## config.mk

```make
export PLATFORM = sky130hd
export DESIGN_NAME = hevs_status
export DESIGN_NICKNAME = d
export VERILOG_FILES = /design/src/rtl/hevs_sync.v /design/src/rtl/hevs_status.v
export VERILOG_INCLUDE_DIRS = /design/src /design/src/rtl
export SDC_FILE = /design/constraint.sdc
export NUM_CORES = 1
export LEC_CHECK = 0
export ABC_AREA = 1
export BUFFER_PORTS_ARGS = -buffer_cell sky130_fd_sc_hd__buf_2
export CORE_UTILIZATION = 44
export CTS_CLUSTER_SIZE = 20
export DETAILED_ROUTE_END_ITERATION = 7
export PLACE_DENSITY_LB_ADDON = 0.25
export SYNTH_ARGS = -nofsm -noshare
export SYNTH_HDL_FRONTEND = slang
export SYNTH_SLANG_ARGS = --single-unit
```

## constraint.sdc

```tcl
create_clock -name clk -period 8.1 [get_ports clk]
set_input_delay 1.62 -clock clk [delete_from_list [all_inputs] [get_ports clk]]
set_output_delay 1.62 -clock clk [all_outputs]
set_load 0.005 [all_outputs]
```

## src/rtl/hevs_regs.vh

```
// Register offsets, field positions and reset values of the host event status block
`ifndef HEVS_REGS_VH
`define HEVS_REGS_VH
`define HEVS_STATUS_OFFSET 8'h0C
`define HEVS_ENABLE_OFFSET 8'h10
`define HEVS_STATUS_RESET 32'h00000000
`define HEVS_ENABLE_RESET 32'h00000000
`define HEVS_BIT_OVERRUN 0
`define HEVS_BIT_DONE_HEAD 1
`define HEVS_BIT_FRAME_START 2
`define HEVS_BIT_RESUME 3
`define HEVS_BIT_FATAL 4
`define HEVS_BIT_FRAME_OVF 5
`define HEVS_BIT_ROOT_HUB 6
`define HEVS_BIT_OWNER 30
`define HEVS_BIT_MASTER 31
`define HEVS_STATUS_MASK 32'h4000007F
`define HEVS_FRAME_MSB 15
`endif

```

## src/rtl/hevs_sync.v

```verilog
// Two-flop synchroniser for asynchronous pin inputs
`timescale 1ns/1ps
module hevs_sync #(
	parameter WIDTH = 1
) (
	// Clock and reset
	input wire clk,
	input wire rst,
	// Data
	input wire [WIDTH-1:0] d,
	output reg [WIDTH-1:0] q
);
	reg [WIDTH-1:0] meta_reg;

	always @(posedge clk or posedge rst)
	begin
		if (rst)
		begin
			meta_reg <= {WIDTH{1'b0}};
			q <= {WIDTH{1'b0}};
		end
		else
		begin
			meta_reg <= d;
			q <= meta_reg;
		end
	end
endmodule

```

## src/rtl/hevs_status.v

```verilog
// Host event status register with enable, interrupt and system management request
// How it works
// - Each controller event sets its own sticky flag until software clears it.
// - Host interrupt requested when a flag in bits 0 to 6, its enable and master enable are all set.
// - Writing one clears that flag; writing zero leaves it unchanged.
// - Register writes never set a status flag.
// - Hardware never clears a flag itself.
// - Status is 32 bits at offset 0Ch, resetting to all zeros.
// - Owner change flag bit 30 sets when owner change request bit 3 sets.
// - Unmasked owner change immediately raises the system management request.
// - Without the system management pin, owner change flag stays zero.
// - Root hub change flag bit 6 sets on any root hub or port state change.
// - Frame overflow flag bit 5 sets on the first shared frame update after frame counter bit 15 toggles.
// - Fatal error flag bit 4 sets on system error; processing then halts.
// - Resume flag bit 3 sets on device resume onset, not on software resume.
// - Frame start flag bit 2 sets at each frame start outside fatal halt, with the SOF token.
// - Done head flag bit 1 sets right after the done pointer writeback.
// - While done head flag is set, no further done pointer writeback.
// - Overrun flag bit 0 sets when the frame schedule overruns.
// - Every overrun increments the two-bit overrun count.
// - Overrun count starts at zero, wraps, and counts with flag already set.
// - Enable register: write one sets, write zero keeps; reads return value.
`timescale 1ns/1ps
`include "hevs_regs.vh"
module hevs_status #(
	parameter HAS_SMI_PIN = 1,
	parameter NUM_PORTS = 2
) (
	// Clock and reset
	input wire clk,
	input wire rst,
	// Register access from the bus target
	input wire [7:0] reg_addr,
	input wire reg_wr,
	input wire reg_rd,
	input wire [31:0] reg_wdata,
	output reg [31:0] reg_rdata,
	// Enable clear path, driven by the companion disable register
	input wire [31:0] enable_clear,
	// Controller events, same clock
	input wire owner_change_request,
	input wire [31:0] root_hub_state,
	input wire [32*NUM_PORTS-1:0] root_port_state,
	input wire [15:0] frame_counter,
	input wire shared_frame_updated,
	input wire system_error,
	input wire frame_start,
	input wire done_head_written,
	input wire schedule_overrun,
	// Resume signaling from the port pins, asynchronous
	input wire bus_resume_pin,
	input wire bus_resume_state,
	// Outputs to the controller
	output wire done_write_allowed,
	output reg fatal_halt,
	output reg [1:0] overrun_count,
	output reg frame_start_token,
	// Interrupt requests
	output wire host_irq,
	output wire sys_mgmt_irq_n
);
	reg [31:0] status_reg;
	reg [31:0] status_next;
	reg [31:0] enable_reg;
	reg [31:0] enable_next;
	reg ocr_prev_reg;
	reg [31:0] hub_prev_reg;
	reg [32*NUM_PORTS-1:0] port_prev_reg;
	reg frame_msb_reg;
	reg frame_ovf_pend_reg;
	reg resume_prev_reg;
	wire resume_sync;
	wire [31:0] event_set;
	wire [31:0] active;
	wire status_wr;
	wire enable_wr;

	// Decode used by both write paths and the read mux
	function hit;
		input [7:0] addr;
		input [7:0] offset;
		begin
			hit = (addr == offset);
		end
	endfunction

	hevs_sync #(
		.WIDTH(1)
	) u_resume_sync (
		.clk(clk),
		.rst(rst),
		.d(bus_resume_pin),
		.q(resume_sync)
	);

	assign status_wr = reg_wr && hit(reg_addr, `HEVS_STATUS_OFFSET);
	assign enable_wr = reg_wr && hit(reg_addr, `HEVS_ENABLE_OFFSET);

	// Frame overflow waits until the shared frame number copy is refreshed
	wire frame_toggle;
	assign frame_toggle = frame_counter[`HEVS_FRAME_MSB] != frame_msb_reg;

	// Event detection; each flag is set only by its event
	assign event_set[`HEVS_BIT_OWNER] = (HAS_SMI_PIN != 0)
		&& owner_change_request && !ocr_prev_reg;
	assign event_set[`HEVS_BIT_ROOT_HUB] = (root_hub_state != hub_prev_reg)
		|| (root_port_state != port_prev_reg);
	assign event_set[`HEVS_BIT_FRAME_OVF] = shared_frame_updated
		&& (frame_ovf_pend_reg || frame_toggle);
	assign event_set[`HEVS_BIT_FATAL] = system_error;
	// Software-entered resume is excluded by gating on the resume state
	assign event_set[`HEVS_BIT_RESUME] = resume_sync && !resume_prev_reg
		&& !bus_resume_state;
	assign event_set[`HEVS_BIT_FRAME_START] = frame_start && !fatal_halt;
	assign event_set[`HEVS_BIT_DONE_HEAD] = done_head_written && done_write_allowed;
	assign event_set[`HEVS_BIT_OVERRUN] = schedule_overrun;
	assign event_set[29:7] = 23'h000000;
	assign event_set[31] = 1'b0;

	// Writeback is held off while the done head flag is still set or processing is halted
	assign done_write_allowed = !status_reg[`HEVS_BIT_DONE_HEAD] && !fatal_halt;

	always @*
	begin
		status_next = status_reg;
		if (status_wr)
			status_next = status_next & ~reg_wdata;
		// Set after clear so a same-cycle event is never lost
		status_next = (status_next | event_set) & `HEVS_STATUS_MASK;
		if (HAS_SMI_PIN == 0)
			status_next[`HEVS_BIT_OWNER] = 1'b0;
	end

	always @*
	begin
		enable_next = enable_reg & ~enable_clear;
		if (enable_wr)
			enable_next = enable_next | reg_wdata;
	end

	always @(posedge clk or posedge rst)
	begin
		if (rst)
		begin
			status_reg <= `HEVS_STATUS_RESET;
			enable_reg <= `HEVS_ENABLE_RESET;
			ocr_prev_reg <= 1'b0;
			hub_prev_reg <= 32'h00000000;
			port_prev_reg <= {32*NUM_PORTS{1'b0}};
			frame_msb_reg <= 1'b0;
			frame_ovf_pend_reg <= 1'b0;
			resume_prev_reg <= 1'b0;
			fatal_halt <= 1'b0;
			overrun_count <= 2'h0;
			frame_start_token <= 1'b0;
		end
		else
		begin
			status_reg <= status_next;
			enable_reg <= enable_next;
			ocr_prev_reg <= owner_change_request;
			hub_prev_reg <= root_hub_state;
			port_prev_reg <= root_port_state;
			frame_msb_reg <= frame_counter[`HEVS_FRAME_MSB];
			if (shared_frame_updated)
				frame_ovf_pend_reg <= 1'b0;
			else if (frame_toggle)
				frame_ovf_pend_reg <= 1'b1;
			resume_prev_reg <= resume_sync;
			// Halt stays until software clears the error flag after reset
			fatal_halt <= status_next[`HEVS_BIT_FATAL];
			if (schedule_overrun)
				overrun_count <= overrun_count + 2'h1;
			frame_start_token <= event_set[`HEVS_BIT_FRAME_START];
		end
	end

	assign active = status_reg & enable_reg;

	// Level request, master enable gates all but the owner change path
	assign host_irq = enable_reg[`HEVS_BIT_MASTER]
		&& (|active[`HEVS_BIT_ROOT_HUB:`HEVS_BIT_OVERRUN]);
	// Owner change goes straight out regardless of master enable
	assign sys_mgmt_irq_n = !((HAS_SMI_PIN != 0) && active[`HEVS_BIT_OWNER]);

	always @(posedge clk or posedge rst)
	begin
		if (rst)
			reg_rdata <= 32'h00000000;
		else if (reg_rd)
		begin
			if (hit(reg_addr, `HEVS_STATUS_OFFSET))
				reg_rdata <= status_reg;
			else if (hit(reg_addr, `HEVS_ENABLE_OFFSET))
				reg_rdata <= enable_reg;
			else
				reg_rdata <= 32'h00000000;
		end
	end
endmodule

```

==> results of run 1 <==
how the worst max path moves through the flow:
stage	startpoint	endpoint	cells after the start
4_1_cts	reg_addr[1]	enable_reg[31]	4
3_3_place_gp	reg_addr[1]	enable_reg[31]	4
6_report	reg_addr[1]	enable_reg[31]	4
2_1_floorplan	rst	enable_reg[0]	1
3_5_place_dp	reg_addr[1]	enable_reg[31]	4
5_1_grt	reg_addr[1]	enable_reg[31]	4
metal layers:
layer	vias to the layer above	GRT usage (%)	part of all wire (%)
met2	156	28.4	45
met1	2265	21.7	44
met3	21	7.10	9.5
met4	2	7.37	1.7
met5	-	0	0.090
li1	2513	-	-
where the power goes:
group          internal, mW  switching, mW
clock network         0.426          0.341
registers             0.918         0.0164
logic                0.0819         0.0856
cells by family after synthesis:
group           after synthesis
compound gates               85
xor+xnor                     88
buf+inv                     110
flops                       177
simple gates                197
through the flow:
stage,util [%],total power [mW]
detailed placement,53.7,1.12
floorplan,-,1.04
global route,57.2,1.96
finish,57.2,1.87
global placement,53.7,1.12
CTS,57.2,1.90
cells in the mapped netlist (2+ instances only):
library cell  count  share of area [%]
a21oi_1           6               0.41
o22ai_2          30                5.1
nand2_1         141                7.2
o22ai_1           8               0.68
xnor2_1          86                 10
clkbuf_1          3               0.15
nor2_1           42                2.2
nand3_1           4               0.27
o31ai_1           5               0.51
a31oi_1           5               0.43
buf_2             3               0.20
inv_1            96                4.9
o21bai_1          3               0.31
o31ai_2          20                3.4
dfrtp_1         177                 60
o21ai_1           7               0.48
xor2_1            2               0.24
buf_6             6               0.92
layout make-up:
| class | count | area, sq um | area share [%] |
|---|---|---|---|
| inverters | 97 | 369 | 4.02 |
| repair buffers | 221 | 1110 | 12.1 |
| multi-input cells | 370 | 2440 | 26.6 |
| clock inverters | 10 | 76.3 | 0.832 |
| clock buffers | 21 | 480 | 5.24 |
| well taps | 216 | 270 | 2.94 |
| flip-flops and latches | 177 | 4430 | 48.3 |
worst max-delay path: stages:
cell,delay [ps]
buf_2,120
nor4_1,430
nand3_2,930
o22ai_1,460
==> out/summary.txt, run 1 <==
Run status: finished clean
Number of buffers on the longest clock path: 2
Synth warn: 0
RSZ-0062 raised after global routing: no
DRT Pass-1 Iters: 4
I/O Buffers: 219
Synth-to-layout area growth: 25.2%
Post-Synth XOR/XNOR Area: 10.5%
CP Capture Type: register
Largest net degree at the start of global routing: 113
Share of cells above drive strength 1: 34.9%
Most common cell after layout, fill and taps aside: buf_2
Setup TNS: 0 ps
Period Utilization, post-route: 40.6%
Fillcell total: 1424
Placed Area: 8620 sq um
Endpoints failing setup: 0
LEAKAGE: 4.49 nW
EDFF count, synth: 0
Global-route usage over all layers: 17.9%
Final Instance Area: 9180 sq um
Starting Density: 45.7%
Worst reg2reg setup slack: 6840 ps
Yosys cell types: 31
Peak VDD IR: 0.143 mV
Most frequent cells in the layout: buf_2 (219), dfrtp_1 (177), nand2_1 (141)
Ant. Diodes: 0
Die Span Y: 131 um
Mux cell area share after synthesis: 0%
Largest family of logic cells by synthesized area: compound AO/OA/AOI/OAI gates
Flops & latches, synth: 177
Routability Congestion: 0.748
Min-Delay Path Depth: 0
Crit path kind: input pin to register
Worst setup margin: 4810 ps
Ports: 235
First-pass GRT wire length: 22900 um
Final Hold Viols: 0
DRC Markers: 0
Die area: 17200 sq um
Clock-pin slew on the worst setup and hold paths: 70 ps
Crit-path max FO: 32
Mapped Avg Cell Area: 11.2 sq um
Adder-cell share of the synthesized area: 0%
Initial DRC count: 105
Setup Fix Bufs, Post-CTS: 0
PD cells: 204 nW/um^2
Final #Nets: 1080
Cell Area, Synth: 7330 sq um
Post-CTS resize count: 0
Critical path arrival: 3580 ps
Clock skew: 4.98 ps
CTS tree: built
RR Endpoint: status_reg[6]
Worst hold start: u_resume_sync.meta_reg
Routed WL: 14500 um
Sequential area share after synthesis: 60.4%
Die W: 131 um
H-tree depth: 4
Simple-gate portion of the synthesized area: 11.4%
Hold Path Class: register to register
Relative slew slack: 28.4%
Ys flop type: dfrtp_1
Ys async rst share: 100%
Worst EP required: 8390 ps
Core Box Area: 16100 sq um
Wirelength per Cell: 13.0 um
Final HPWL from detailed placement: 10700 um
DP Cell Count: 1081
Via count: 4957
Crit start category: input pin
R2R Path Start: hub_prev_reg[5]
Final period demand of the worst path: 3290 ps
Post-synthesis compound-gate area fraction: 11.4%
Final hold slack: 349 ps
Cells after Synth: 657
Sink Count: 177
Post-route ant nets: 0
Grt total ovfl: 0
CTS root buf: clkbuf_16
Vias in the first global route: 4875
Worst R2R Path Depth: 8
F_max: 304 MHz
Worst-skew pair later-pin latency: 420 ps
Slew Limit Fails: 0
Placement Setup Slack: 4310 ps
Non-filler instance count after layout: 1112
Worst-margin pin slew: 1070 ps
Max Cap Viol: 0
DR vias/cell: 4.46
Total CTS buffers: 17
Initial antenna violation count: 1
Hold bufs inserted after CTS: 0
Mapped Nets: 853
Max FFs per register: 64
Hold Path End: u_resume_sync.q
Row count: 46
Power figures use the tool's default switching activity.
==> run 2, diff against run 1 <==
- clock period: 8.1 -> 2.75 ns (I/O delays scaled with it)
==> run 2 against run 1 <==
  * Critical path depth rose by 1
  * Sequential power rose to 3.0 times the previous value
  * Die area is the same
  * Register-to-register slack got worse by 5400 ps
  * Clock power increased to 3.1 times the previous value
  * Final area is 0.93% higher
  * First-iteration DRC count is 54% higher
  * Largest cell class unchanged
==> out/summary.txt, run 2 (same netlist as run 1, synthesis figures left out) <==
Die area: 17200 sq um (unchanged)
Hold bufs inserted after CTS: 0 (unchanged)
Initial antenna violation count: 1 (unchanged)
Hold Path Class: input pin to async pin
Starting Density: 45.7% (unchanged)
Crit path kind: register to primary output
Tot Pwr: 5.61 mW (+200%)
Grt total ovfl: 0 (unchanged)
LEAKAGE: 4.53 nW (+0.83%)
Post-route ant nets: 0 (unchanged)
RR Endpoint: status_reg[6]
DRC Markers: 0 (unchanged)
Initial DRC count: 162 (+54%)
Row count: 46 (unchanged)
Sink Count: 177 (unchanged)
Vias in the first global route: 4932 (+1.2%)
Crit start category: register
Total CTS buffers: 17 (unchanged)
Max FFs per register: 64 (unchanged)
Synth-to-layout area growth: 26.3%
Slew Limit Fails: 0 (unchanged)
Relative slew slack: 55.6% (+27 points)
DP Cell Count: 1086 (+0.46%)
Share of cells above drive strength 1: 35.0% (+0.067 points)
Reg power frac: 49.1% (-0.9 points)
Ports: 235 (unchanged)
RSZ-0062 raised after global routing: no
Routed WL: 14900 um (+3.0%)
Worst R2R Path Depth: 8 (unchanged)
Clock Power Share: 42.0% (+0.9 points)
CTS tree: built
Max Cap Viol: 0 (unchanged)
R2R Path Start: port_prev_reg[36]
CP bufs+invs: 2 (+1)
Non-filler instance count after layout: 1116 (+0.36%)
Net Sw Frac: 22.3% (-1.4 points)
Period Utilization, post-route: 71.9%
Die W: 131 um (unchanged)
DR vias/cell: 4.44 (-0.30%)
Largest net degree at the start of global routing: 66 (-42%)
First-pass GRT wire length: 23500 um (+2.6%)
Critical path arrival: 1430 ps (-2150 ps)
Most frequent cells in the layout: buf_2 (219), dfrtp_1 (177), nand2_1 (141)
Final HPWL from detailed placement: 11300 um (+5.6%)
Ant. Diodes: 0 (unchanged)
Crit-path max FO: 3 (-91%)
Via count: 4960 (+0.061%)
Number of buffers on the longest clock path: 2 (unchanged)
Sw power: 1.25 mW (+180%)
Post-route core utilization: 57.7% (+0.53 points)
Run status: finished clean
Worst EP required: 2200 ps (-6190 ps)
Worst-skew pair later-pin latency: 410 ps (about the same)
Most common cell after layout, fill and taps aside: buf_2
Core Box Area: 16100 sq um (unchanged)
Post-CTS resize count: 0 (unchanged)
CTS root buf: clkbuf_16
Internal: 4.36 mW (+210%)
Final period demand of the worst path: 1980 ps
Worst path top cell family by delay: compound AO/OA/AOI/OAI gates
Clock skew: 6.03 ps (+1.05 ps)
Max incr delay on CP: 380 ps (-550 ps)
Worst reg2reg setup slack: 1450 ps (-5390 ps)
PD cells: 606 nW/um^2 (+200%)
CP Capture Type: primary output
Clock-pin slew on the worst setup and hold paths: 60 ps (about the same)
H-tree depth: 4 (unchanged)
Peak VDD IR: 0.393 mV (+170%)
I/O Buffers: 219 (unchanged)
Slowest CP cell: dfrtp_1
Die Span Y: 131 um (unchanged)
Logic pwr share: 8.9% (about the same)
Endpoints failing setup: 0 (unchanged)
Routability Congestion: 0.751 (+0.33%)
DRT Pass-1 Iters: 4 (unchanged)
Worst-margin pin slew: 666 ps (-407 ps)
Final hold slack: 91.7 ps (-257 ps)
Final Hold Viols: 0 (unchanged)
Final #Nets: 1085 (+0.46%)
Worst-path cell chain: inv_1, o22ai_1, a21oi_1, a31oi_1, buf_2
Global-route usage over all layers: 18.1% (+0.24 points)
Wirelength per Cell: 13.4 um (+2.7%)
Setup Fix Bufs, Post-CTS: 0 (unchanged)
F_max: 506 MHz
-- run 2: through the flow --
step	instance area, sq um	setup WS (ps)	TNS, ps
6_report	9260	772	0
5_1_grt	9260	622	0
4_1_cts	9260	696	0
3_5_place_dp	8680	566	0
3_3_place_gp	8680	687	0
2_1_floorplan	7340	-66.6	-11790
-- run 2: layout make-up --
| cell class | count | area, sq um |
|---|---|---|
| clock buffers | 22 | 474 |
| clock inverters | 8 | 106 |
| fillers | 1399 | 6800 |
| inverters | 97 | 368 |
| multi-input cells | 370 | 2440 |
| flip-flops and latches | 177 | 4430 |
| well taps | 216 | 270 |
| repair buffers | 226 | 1170 |
-- run 2: power groups by stage --
stage | Clock (mW) | Combinational (mW) | Sequential [mW]
2_1_floorplan | 0 | 0.269 | 2.80
3_3_place_gp | 0 | 0.501 | 2.80
3_5_place_dp | 0 | 0.509 | 2.80
4_1_cts | 2.43 | 0.513 | 2.76
5_1_grt | 2.52 | 0.568 | 2.76
6_report | 2.35 | 0.499 | 2.76
-- run 2: routing by layer --
metal	track usage (%)	up-vias	wire length [um]
met4	6.76	2	150
met3	6.49	16	1380
li1	-	2524	-
met2	29.5	152	6870
met5	0	-	10
met1	22.2	2266	6510
-- run 2: worst max-delay path by stage --
| stage | startpoint | end | slack [ps] | depth (start not counted) |
|---|---|---|---|---|
| after CTS | status_reg[1] | host_irq | 700 | 5 |
| after global placement | reg_addr[7] | reg_rdata[27] | 690 | 5 |
| after floorplan | rst | enable_reg[0] | -70 | 1 |
| after global routing | status_reg[1] | host_irq | 620 | 5 |
| after detailed placement | reg_addr[7] | reg_rdata[28] | 570 | 5 |
| final | status_reg[1] | host_irq | 770 | 5 |
